==> src/tbcc_pkg.sv <==
// Package with constants, offsets and state encodings of the traversing block command control.
package tbcc_pkg;
    localparam int TBCC_DW = 32;
    localparam int TBCC_AW = 5;
    localparam logic [4:0] TBCC_OFS_CTRL = 5'h00;
    localparam logic [4:0] TBCC_OFS_CFG = 5'h04;
    localparam logic [4:0] TBCC_OFS_SEL = 5'h08;
    localparam logic [4:0] TBCC_OFS_STAT = 5'h0c;
    localparam logic [4:0] TBCC_OFS_WARN = 5'h10;
    localparam int TBCC_SEL_BITS = 8;
    localparam int TBCC_SEL_BITS_OLD = 6;
    localparam int TBCC_BRAKE_CYC = 8;
    localparam logic [3:0] TBCC_BRAKE_MAX = 4'h8;
    localparam int CT_REJECT = 0;
    localparam int CT_ISTOP = 1;
    localparam int CT_START = 2;
    localparam int CT_JOG1 = 3;
    localparam int CT_JOG2 = 4;
    localparam int CT_INCJOG = 5;
    localparam int CT_REFED = 6;
    localparam int CT_REFSTART = 7;
    localparam int CF_NEWVER = 0;
    localparam int CF_WIDE = 1;
    localparam int CF_REJ_MAP = 2;
    localparam int CF_IST_MAP = 3;
    localparam int CF_FROM_BUS = 4;
    localparam logic [1:0] TBCC_RESP_OKAY = 2'b00;
    localparam logic [1:0] TBCC_RESP_SLVERR = 2'b10;
    typedef enum logic [5:0] {
        TBCC_IDLE = 6'b000001,
        TBCC_RUN = 6'b000010,
        TBCC_BRAKE_REJ = 6'b000100,
        TBCC_BRAKE_IST = 6'b001000,
        TBCC_HALT = 6'b010000,
        TBCC_JOG = 6'b100000
    } tbcc_state_t;
    localparam logic [7:0] TBCC_CTRL_RST = 8'h00;
    localparam logic [7:0] TBCC_CFG_RST = 8'h0f;
endpackage

==> src/tbcc_top.sv <==
// Traversing block command control with AXI4-Lite register access.
//
// Chosen here: the register addresses and the AXI4-Lite interface to the registers.
`timescale 1ns/1ns
`default_nettype none
// Contract
// - Block number is unsigned binary of six or eight weighted selection inputs.
// - Selection bits without an assigned input count as zero.
// - Bus selection word uses low bits only, bits 8 to 15 ignored, unsigned.
// - Reject enable low while running brakes, holds position, discards task, deletes distance.
// - Reject during intermediate stop also deletes remaining distance.
// - While reject is asserted start edges are ignored and nothing starts; here such an edge still sets the start warning.
// - Newer versions treat unmapped reject and stop enables as supplied.
// - Stop enable low while running brakes, holds position, keeps task pending.
// - Rising stop enable edge resumes the interrupted block.
// - In intermediate stop jog or referencing is accepted and abandons the block.
// - Rising start edge starts the block currently selected.
// - Start edge with unmet precondition starts nothing and raises a warning.
// - Setpoint acknowledge toggles only when a block really starts.
// - Incremental select chooses velocity plus increments for both jog channels.
// - Jog channel high traverses at its own speed within positioning mode.
// - Jog rising edge accelerates with maximum acceleration.
// - Jog falling edge brakes with maximum deceleration then restores position control.
// - Software limits and override stay in effect while jogging.
module tbcc_top (
    input wire logic mclk,
    input wire logic nrst,
    input wire logic [7:0] term_select,
    input wire logic [7:0] term_select_mapped,
    input wire logic [15:0] block_select_word,
    input wire logic term_reject,
    input wire logic term_istop,
    input wire logic brake_done,
    output logic [7:0] block_number,
    output logic block_start,
    output logic setpoint_ack,
    output logic brake_max_decel,
    output logic delete_distance,
    output logic position_hold,
    output logic jog_active,
    output logic [1:0] jog_channel,
    output logic jog_incremental,
    output logic accel_max,
    output logic limits_active,
    output logic start_warning,
    input wire logic [tbcc_pkg::TBCC_AW-1:0] s_axi_awaddr,
    input wire logic s_axi_awvalid,
    output logic s_axi_awready,
    input wire logic [tbcc_pkg::TBCC_DW-1:0] s_axi_wdata,
    input wire logic [3:0] s_axi_wstrb,
    input wire logic s_axi_wvalid,
    output logic s_axi_wready,
    output logic [1:0] s_axi_bresp,
    output logic s_axi_bvalid,
    input wire logic s_axi_bready,
    input wire logic [tbcc_pkg::TBCC_AW-1:0] s_axi_araddr,
    input wire logic s_axi_arvalid,
    output logic s_axi_arready,
    output logic [tbcc_pkg::TBCC_DW-1:0] s_axi_rdata,
    output logic [1:0] s_axi_rresp,
    output logic s_axi_rvalid,
    input wire logic s_axi_rready
);
    import tbcc_pkg::*;

    typedef struct packed {
        tbcc_state_t st;
        logic [7:0] ctrl;
        logic [7:0] cfg;
        logic [7:0] prev;
        logic [7:0] blk;
        logic [3:0] brk;
        logic ack;
        logic start;
        logic del;
        logic warn;
        logic [1:0] jch;
        logic aw_got;
        logic w_got;
        logic [4:0] aw_a;
        logic [7:0] w_d;
        logic w_s;
        logic bv;
        logic [1:0] br;
        logic rv;
        logic [31:0] rd;
        logic [1:0] rr;
    } tbcc_regs_t;

    tbcc_regs_t r;
    tbcc_regs_t next_r;
    logic [7:0] sel_raw;
    logic [7:0] sel_mask;
    logic [7:0] sel_val;
    logic rej_ok;
    logic ist_ok;
    logic start_edge;
    logic ist_rise;
    logic jog_any;
    logic jog_fall;
    logic ref_rise;
    logic start_ok;
    logic [7:0] cur;
    logic warn_set;

    // Selection mask: unmapped terminals and the upper two bits in the older layout read zero.
    genvar gi;
    generate
        for (gi = 0; gi < TBCC_SEL_BITS; gi++) begin : g_sel
            assign sel_mask[gi] = (r.cfg[CF_FROM_BUS] | term_select_mapped[gi]) &
                ((gi < TBCC_SEL_BITS_OLD) ? 1'b1 : r.cfg[CF_WIDE]);
        end
    endgenerate

    // Bus word keeps only its low byte, so a value of 257 selects block 1.
    assign sel_raw = r.cfg[CF_FROM_BUS] ? block_select_word[7:0] : term_select;
    assign sel_val = sel_raw & sel_mask;

    // Unmapped enables count as supplied only in the newer behaviour.
    always_comb begin
        cur = r.ctrl;
        if (r.cfg[CF_REJ_MAP]) begin
            cur[CT_REJECT] = term_reject;
        end
        if (r.cfg[CF_IST_MAP]) begin
            cur[CT_ISTOP] = term_istop;
        end
    end
    assign rej_ok = r.cfg[CF_REJ_MAP] ? term_reject : (r.cfg[CF_NEWVER] | r.ctrl[CT_REJECT]);
    assign ist_ok = r.cfg[CF_IST_MAP] ? term_istop : (r.cfg[CF_NEWVER] | r.ctrl[CT_ISTOP]);

    // Edges come from comparing the present sample with the one of the last cycle.
    assign start_edge = cur[CT_START] & ~r.prev[CT_START];
    assign ist_rise = ist_ok & ~r.prev[CT_ISTOP];
    assign jog_any = cur[CT_JOG1] | cur[CT_JOG2];
    assign jog_fall = (r.prev[CT_JOG1] | r.prev[CT_JOG2]) & ~jog_any;
    assign ref_rise = cur[CT_REFSTART] & ~r.prev[CT_REFSTART];
    assign start_ok = rej_ok & ist_ok & cur[CT_REFED];
    // Any start edge that does not start a block warns, whatever the state, so a halted axis warns too.
    assign warn_set = start_edge & ~(start_ok & (r.st == TBCC_IDLE));

    // Main sequencer together with the AXI4-Lite slave.
    always_comb begin
        next_r = r;
        next_r.prev = cur;
        next_r.prev[CT_ISTOP] = ist_ok;
        next_r.start = 1'b0;
        next_r.del = 1'b0;
        // The warning is sticky until software clears it.
        if (warn_set) begin
            next_r.warn = 1'b1;
        end
        case (r.st)
            TBCC_IDLE: begin
                if (start_edge && start_ok && r.st == TBCC_IDLE) begin
                    next_r.blk = sel_val;
                    next_r.start = 1'b1;
                    next_r.ack = ~r.ack;
                    next_r.st = TBCC_RUN;
                end else if (start_edge) begin
                    next_r.warn = 1'b1;
                end else if (jog_any) begin
                    next_r.jch = {cur[CT_JOG2], cur[CT_JOG1]};
                    next_r.st = TBCC_JOG;
                end
            end
            TBCC_RUN: begin
                if (start_edge) begin
                    next_r.warn = 1'b1;
                end
                if (!rej_ok) begin
                    next_r.st = TBCC_BRAKE_REJ;
                    next_r.brk = TBCC_BRAKE_MAX;
                end else if (!ist_ok) begin
                    next_r.st = TBCC_BRAKE_IST;
                    next_r.brk = TBCC_BRAKE_MAX;
                end else if (brake_done) begin
                    next_r.st = TBCC_IDLE;
                end
            end
            TBCC_BRAKE_REJ: begin
                if (brake_done || r.brk == 4'h0) begin
                    next_r.del = 1'b1;
                    next_r.st = TBCC_IDLE;
                end else begin
                    next_r.brk = r.brk - 4'h1;
                end
            end
            TBCC_BRAKE_IST, TBCC_HALT: begin
                if (r.st == TBCC_BRAKE_IST && r.brk != 4'h0 && !brake_done) begin
                    next_r.brk = r.brk - 4'h1;
                end else begin
                    next_r.st = TBCC_HALT;
                end
                if (!rej_ok) begin
                    next_r.del = 1'b1;
                    next_r.st = TBCC_IDLE;
                end else if (jog_any || ref_rise) begin
                    next_r.del = 1'b1;
                    next_r.jch = {cur[CT_JOG2], cur[CT_JOG1]};
                    next_r.st = jog_any ? TBCC_JOG : TBCC_IDLE;
                end else if (ist_rise) begin
                    next_r.st = TBCC_RUN;
                end
            end
            TBCC_JOG: begin
                if (jog_fall) begin
                    next_r.st = TBCC_BRAKE_REJ;
                    next_r.brk = TBCC_BRAKE_MAX;
                end
            end
            default: begin
                next_r.st = TBCC_IDLE;
            end
        endcase

        // Write channel: address and data may arrive in either order.
        if (s_axi_awvalid && !r.aw_got) begin
            next_r.aw_got = 1'b1;
            next_r.aw_a = s_axi_awaddr;
        end
        if (s_axi_wvalid && !r.w_got) begin
            next_r.w_got = 1'b1;
            next_r.w_d = s_axi_wdata[7:0];
            next_r.w_s = s_axi_wstrb[0];
        end
        if (r.aw_got && r.w_got && !r.bv) begin
            next_r.aw_got = 1'b0;
            next_r.w_got = 1'b0;
            next_r.bv = 1'b1;
            next_r.br = TBCC_RESP_OKAY;
            case (r.aw_a)
                TBCC_OFS_CTRL: begin
                    if (r.w_s) begin
                        next_r.ctrl = r.w_d;
                    end
                end
                TBCC_OFS_CFG: begin
                    if (r.w_s) begin
                        next_r.cfg = r.w_d;
                    end
                end
                TBCC_OFS_WARN: begin
                    // A new warning in the same cycle wins over the clear.
                    if (r.w_s && r.w_d[0] && !warn_set) begin
                        next_r.warn = 1'b0;
                    end
                end
                TBCC_OFS_SEL, TBCC_OFS_STAT: begin
                    next_r.br = TBCC_RESP_OKAY;
                end
                default: begin
                    next_r.br = TBCC_RESP_SLVERR;
                end
            endcase
        end
        if (r.bv && s_axi_bready) begin
            next_r.bv = 1'b0;
        end

        // Read channel: one read in flight, answered the cycle after it is taken.
        if (s_axi_arvalid && !r.rv) begin
            next_r.rv = 1'b1;
            next_r.rr = TBCC_RESP_OKAY;
            case (s_axi_araddr)
                TBCC_OFS_CTRL: next_r.rd = {24'h000000, r.ctrl};
                TBCC_OFS_CFG: next_r.rd = {24'h000000, r.cfg};
                TBCC_OFS_SEL: next_r.rd = {24'h000000, sel_val};
                TBCC_OFS_STAT: next_r.rd = {16'h0000, r.blk, 2'b00, r.st};
                TBCC_OFS_WARN: next_r.rd = {30'h00000000, r.ack, r.warn};
                default: begin
                    next_r.rd = 32'h00000000;
                    next_r.rr = TBCC_RESP_SLVERR;
                end
            endcase
        end else if (r.rv && s_axi_rready) begin
            next_r.rv = 1'b0;
        end
    end

    // State register; every field takes a constant under reset.
    always_ff @(posedge mclk or negedge nrst) begin
        if (!nrst) begin
            r <= '0;
            r.st <= TBCC_IDLE;
            r.ctrl <= TBCC_CTRL_RST;
            r.cfg <= TBCC_CFG_RST;
        end else begin
            r <= next_r;
        end
    end

    // Outputs are state flip-flops or decodes of them; limits_active is tied high.
    assign block_number = r.blk;
    assign block_start = r.start;
    assign setpoint_ack = r.ack;
    assign brake_max_decel = (r.st == TBCC_BRAKE_REJ) || (r.st == TBCC_BRAKE_IST);
    assign delete_distance = r.del;
    assign position_hold = (r.st != TBCC_JOG) && (r.st != TBCC_RUN);
    assign jog_active = (r.st == TBCC_JOG);
    assign jog_channel = r.jch;
    assign jog_incremental = r.ctrl[CT_INCJOG];
    assign accel_max = (r.st == TBCC_JOG);
    assign limits_active = 1'b1;
    assign start_warning = r.warn;
    assign s_axi_awready = ~r.aw_got;
    assign s_axi_wready = ~r.w_got;
    assign s_axi_bvalid = r.bv;
    assign s_axi_bresp = r.br;
    assign s_axi_arready = ~r.rv;
    assign s_axi_rvalid = r.rv;
    assign s_axi_rdata = r.rd;
    assign s_axi_rresp = r.rr;
endmodule // tbcc_top
`default_nettype wire

==> config.mk <==
export PLATFORM = sky130hd
export DESIGN_NAME = tbcc_top
export DESIGN_NICKNAME = d
export VERILOG_FILES = /design/src/tbcc_pkg.sv /design/src/tbcc_top.sv
export SDC_FILE = /design/constraint.sdc
export NUM_CORES = 1
export LEC_CHECK = 0
export ABC_AREA = 1
export BUFFER_PORTS_ARGS = -buffer_cell sky130_fd_sc_hd__buf_2
export CAP_MARGIN = 15
export CORE_ASPECT_RATIO = 2
export CORE_MARGIN = 2
export CORE_UTILIZATION = 35
export DETAILED_ROUTE_END_ITERATION = 8
export GPL_ROUTABILITY_DRIVEN = 0
export PLACE_DENSITY = 0.56
export SLEW_MARGIN = 0
export SYNTH_ARGS = -nofsm -noshare
export SYNTH_HDL_FRONTEND = slang
export SYNTH_SLANG_ARGS = --single-unit
export TNS_END_PERCENT = 30
==> constraint.sdc <==
create_clock -name mclk -period 2.3 [get_ports mclk]
set_input_delay 0.115 -clock mclk [delete_from_list [all_inputs] [get_ports mclk]]
set_output_delay 0.115 -clock mclk [all_outputs]
set_load 0.005 [all_outputs]
==> results.toml, run 1 <==
[outcome]
status = "complete, no violations"

[clock_tree]
clkSlewWorstSetupHoldPaths_ps = 70
cts_tree = "built"
cts_sinks = 81
ctsLongestPathBuffers = 2
root_buffer = "clkbuf_16"
htreeDepth = 3
cts_buffers = 9
cts_resized = 0
cts_hold_buf = 4
clock_latency_ps = 340
cts_setup_buffers = 0

[pwr]
netSwitchingFraction = 0.3691
max-vdd-ir-drop_v = 0.0004970
seq_power_share = 0.404
power_frac_comb = 0.308
clockPowerShare = 0.288
leakagePower_nw = 2.832
power_switching_mw = 1.895
powerDensity_nw_per_um2 = 1026
intPower_mw = 3.239

[setup_path]
end_kind = "flop"
critPathMaxFanout = 5
start_kind = "flop"
crit_path_start = "cur[3]"
crit_type = "reg -> reg"
cp_data_required_time_ps = 2520
r2r-start = "cur[3]"
arrival_ps = 1970
r2r_cells = 10

[logic_synthesis]
synth_area_leaders = "dfrtp_1 44%, nand2_1 12%, buf_4 8.6%"
yosysWarnings = 0
synth.distinct_cells = 38
yosysTopAreaCellShare = 0.4437
synth_seq_area_share = 0.4743
ys_ff_latch = 81
avgSynthCellArea_sq_um = 7.953
synth_area_sq_um = 4287
synth_edf_count = 0
synth_ff_type = "dfrtp_1"
ys_top_cells_by_count = "137 x nand2_1, 76 x dfrtp_1, 69 x inv_1, 49 x buf_4, 46 x nor2_1"
async_reset_ff_frac = 1.000
yosysTopAreaCell = "dfrtp_1"
yosys.cell_count.top_type = "nand2_1"
syn_inst = 539

[global_routing]
grt_usage = 0.1691
grt_max_degree = 39
gr-total-overflow = 0
first_global_vias = 3576
grt_pass1_wl_microns = 17020
grt_antenna_before_repair = 0

[routing]
wire_per_inst_microns = 13.81
drtIter0Drc = 117
via_count = 3605
via_per_inst = 4.700
routed_wl_microns = 10590
dr.pass1.iters = 7
drt.antenna.violating_nets = 0
drc = 0

[hold_path]
worstHoldStart = "s_axi_awaddr[3]"
hold_class = "in -> reg"
min_delay_path_depth = 2

[sta]
post-route-period-util = 0.7596
hold_ws_ps = 8.911
finalWorstSetupSlack_ps = 553.0
worst_clock_skew_ps = 8.896
hold_viol = 0
tightest_slew_ps = 579.4
drv_slew = 0
setup_viol = 0
max_slew_margin = 0.6128
setup_tns_ps = 0
fin_crit_ps = 1747
max_freq_mhz = 572.4
rsz0062_at_grt = "false"

[final_layout]
fillCellCount = 1263
antenna_cells = 0
area_delta_synth_final_pct = 16.73
layout.nets = 704
drive_gt1_frac = 0.2355

[die]
die_x_microns = 82.26
start_util = 0.3557
die_y_microns = 160.5
rows = 57
core-area_sq_um = 12050
io-pin-count = 149
dieArea_sq_um = 13200

[placement]
dp_hpwl_microns = 8340
post-place-ws_ps = 582.7
port_buffers = 94

[run]
maxCapViolations = 0
[layout by cell type, fill, tap and decap left out, types with 2 or more instances in the layout]
cell           count
inv_6              5
o21ai_0           32
clkbuf_16          9
inv_1             69
nand3b_1           2
mux2_2             3
nand2_4            2
nor2_1            46
nor3_1             3
a21boi_0           2
nand4_1            7
nor2_4             3
buf_4              6
nand2_1          137
dfstp_2            5
nand3_1           40
buf_2             93
a31oi_1            3
inv_2              3
nor2_2             7
a21oi_1           26
dfrtp_1           76
conb_1            19
dlygate4sd3_1      4
[worst max-delay path, cell delays in order (launching register included)]
cell,delay [ps]
dfrtp_1,480
nor2_1,280
inv_1,140
nor2_1,100
nor2_1,80
inv_1,80
nand2_1,80
nor2_4,170
nand2_2,110
nand2_1,70
nand2_1,50
[cell families after synthesis]
logic type	Yosys count	synth area share
multiplexers	3	0.007880
AND/OR/NAND/NOR	253	0.2656
adder cells (fa/ha/maj)	1	0.002918
flip-flops	81	0.4743
other	2	0.001752
XOR/XNOR	1	0.002044
AO/OA/AOI/OAI	68	0.08377
buffers and inverters	130	0.1617
[metrics by stage]
step / cells / util / power, mW / instance area (sq um)
after floorplan: 556 / - / 3.170 / 4350
after global placement: 747 / 0.3862 / 3.613 / 4654
after detailed placement: 747 / 0.3862 / 3.684 / 4654
after CTS: 767 / 0.4151 / 5.192 / 5004
after global routing: 767 / 0.4151 / 5.510 / 5004
final: 767 / 0.4151 / 5.134 / 5004
[routing by layer]
metal / share of wire / vias up / GRT usage
met1: 0.37 / 1688 / 0.1750
met3: 0.050 / 18 / 0.03202
met2: 0.55 / 119 / 0.3094
met4: 0.035 / 0 / 0.08258
li1: - / 1780 / -
met5: 0 / - / 0
[worst paths after layout]
| path | slack, ps | to |
|---|---|---|
| hold reg to reg | 450 | r[79] |
| hold / removal | 9 | r[50] |
| max in group asynchronous | 1370 | r[79] |
| setup / recovery | 550 | r[61] |
| min in group asynchronous | 290 | s_axi_rdata[5] |
| setup reg to reg | 550 | r[61] |
[power groups by stage]
stage	Clock (mW)	Combinational [mW]	Sequential (mW)
floorplan	0	1.14	2.03
global placement	0	1.53	2.08
detailed placement	0	1.58	2.10
CTS	1.52	1.59	2.08
global route	1.59	1.80	2.12
finish	1.48	1.58	2.07
[state kept, by name, summed over array words and instances (netlist names), 2 cells and up]
register      flops
cur               5
block_number      8
s_axi_rdata      16
r                41
jog_channel       2
[layout make-up]
class,instances,area [sq um],share of cell area
clock buffers,10,239.0,0.04776
clock inverters,6,70.07,0.01400
inverters,74,282.8,0.05651
multi-input cells,345,1624,0.3246
flip-flops and latches,81,2033,0.4064
well taps,147,183.9,0.03676
repair buffers,104,570.5,0.1140
(Power assumes the default switching activity.)
==> run 2: changes to the inputs <==
==> constraint.sdc (replaced) <==
create_clock -name mclk -period 1.81 [get_ports mclk]
set_input_delay 0.0905 -clock mclk [delete_from_list [all_inputs] [get_ports mclk]]
set_output_delay 0.0905 -clock mclk [all_outputs]
set_load 0.005 [all_outputs]
==> results.toml, run 2 (synthesized netlist as in run 1, its figures left out) <==
[global_routing]
grt_usage = 0.1646
grt_antenna_before_repair = 0
gr-total-overflow = 0
grt_pass1_wl_microns = 16540
grt_max_degree = 32
first_global_vias = 3495

[clock_tree]
ctsLongestPathBuffers = 2
cts_buffers = 9
clock_latency_ps = 340
clkSlewWorstSetupHoldPaths_ps = 60
cts_tree = "built"
cts_sinks = 81
htreeDepth = 3
root_buffer = "clkbuf_16"

[die]
dieArea_sq_um = 13200
rows = 57
core-area_sq_um = 12050
io-pin-count = 149
start_util = 0.3557
die_y_microns = 160.5
die_x_microns = 82.26

[placement]
port_buffers = 94
dp_hpwl_microns = 8210
post-place-ws_ps = 154.4

[sta]
drv_slew = 0
max_slew_margin = 0.6207
max_freq_mhz = 593.6
hold_ws_ps = 12.15
setup_tns_ps = 0
hold_viol = 0
post-route-period-util = 0.9308
tightest_slew_ps = 567.6
setup_viol = 0
worst_clock_skew_ps = 9.384
finalWorstSetupSlack_ps = 125.3
fin_crit_ps = 1685

[pwr]
seq_power_share = 0.400
netSwitchingFraction = 0.3679
power_switching_mw = 2.407
max-vdd-ir-drop_v = 0.0007953
leakagePower_nw = 2.881
clockPowerShare = 0.277
power_frac_comb = 0.323
powerDensity_nw_per_um2 = 1274
intPower_mw = 4.136

[routing]
drt.antenna.violating_nets = 0
drc = 0
wire_per_inst_microns = 13.68
routed_wl_microns = 10700
dr.pass1.iters = 5
via_per_inst = 4.714
drtIter0Drc = 147
via_count = 3686

[hold_path]
worstHoldStart = "s_axi_wdata[7]"
hold_class = "in -> reg"

[final_layout]
largest_reg_flops = 41
drive_gt1_frac = 0.2441
final_common_cell = "nand2_1"
fillCellCount = 1255
final_cell_mix = "137 x nand2_1, 93 x buf_2, 76 x dfrtp_1"
antenna_cells = 0
layout.nets = 719
regMostFlops = "r"
area_delta_synth_final_pct = 19.76

[setup_path]
cpMostUsedCell = "nand2_1"
end_kind = "flop"
critPathMaxFanout = 3
crit_path_start = "r[60]"
slowest_delay_ps = 380
path_cells = "inv_1 -> ha_1 -> inv_1 -> nor2_1 -> nand2_1 -> nand2_1 -> nor2_2 -> nand3_1 -> nand2_1 -> inv_1 -> nand3_1 -> nand2_1"
crit_path_top_delay_cell = "dfrtp_1"
start_kind = "flop"
arrival_ps = 1910
r2r-start = "r[60]"
cp_data_required_time_ps = 2040
crit_type = "reg -> reg"

[run]
maxCapViolations = 0

[outcome]
status = "complete, no violations"
## run 2: changes by cell type in the layout (fill, tap and decap cells not counted), moves of 2 or more
cell           change
clkinvlp_4         +2
dlygate4sd3_1      +7
buf_4              +7
inv_6              -3
nor2_1             -2
## run 2: worst paths after layout
path                                        to  slack (ps)  cells past startpoint
worst max-delay path                     r[98]         130                     12
worst min-delay path                     r[46]          10                      3
worst max register to register           r[98]         130                     12
worst min register to register           r[79]         450                      0
max in group asynchronous                r[96]         880                      3
min in group asynchronous       s_axi_rdata[5]         230                      2
## run 2: cell type report
type / instances / area [sq um] / share of cell area
Inverter: 74 / 282.8 / 0.05508
Tap cell: 147 / 183.9 / 0.03583
Timing Repair Buffer: 118 / 693.2 / 0.1350
Clock inverter: 6 / 67.56 / 0.01316
Sequential cell: 81 / 2033 / 0.3961
Clock buffer: 10 / 229.0 / 0.04460
Multi-Input combinational cell: 346 / 1644 / 0.3203
## run 2: stage by stage
| step | std cells | util | power [mW] | instance area (sq um) |
|---|---|---|---|---|
| floorplan | 556 | - | 4.028 | 4350 |
| global placement | 753 | 0.3899 | 4.659 | 4700 |
| detailed placement | 753 | 0.3899 | 4.713 | 4700 |
| CTS | 780 | 0.4236 | 6.571 | 5106 |
| global route | 782 | 0.4259 | 7.017 | 5134 |
| finish | 782 | 0.4259 | 6.542 | 5134 |
## run 2: timing repair
action / 4_1_cts / 5_1_grt
endpoints found under the hold margin: 39 / 0
resized for setup: 0 / 3
hold buffers: 11 / 0
setup buffers: 0 / 1
setup endpoints to repair: 0 / 9
## run 2: critical path, delay by kind of cell, from the launching register on
kind	cells	cell delay, ps
adders and majority gates	1	220
buffers and inverters	3	240
DFF	1	380
and+or+nand+nor	8	750
## run 2: power groups by stage
stage / Sequential (mW) / Clock, mW / Combinational (mW)
after floorplan: 2.58 / 0 / 1.45
after global placement: 2.63 / 0 / 2.03
after detailed placement: 2.65 / 0 / 2.06
after CTS: 2.62 / 1.86 / 2.09
after global routing: 2.68 / 1.93 / 2.40
final: 2.62 / 1.81 / 2.11
## run 2: metal layers
layer	up-vias	GRT usage	share of wire
li1	1811	-	-
met1	1720	0.1679	0.37
met2	127	0.2958	0.53
met3	28	0.02697	0.052
met4	0	0.1023	0.050
met5	-	0	0
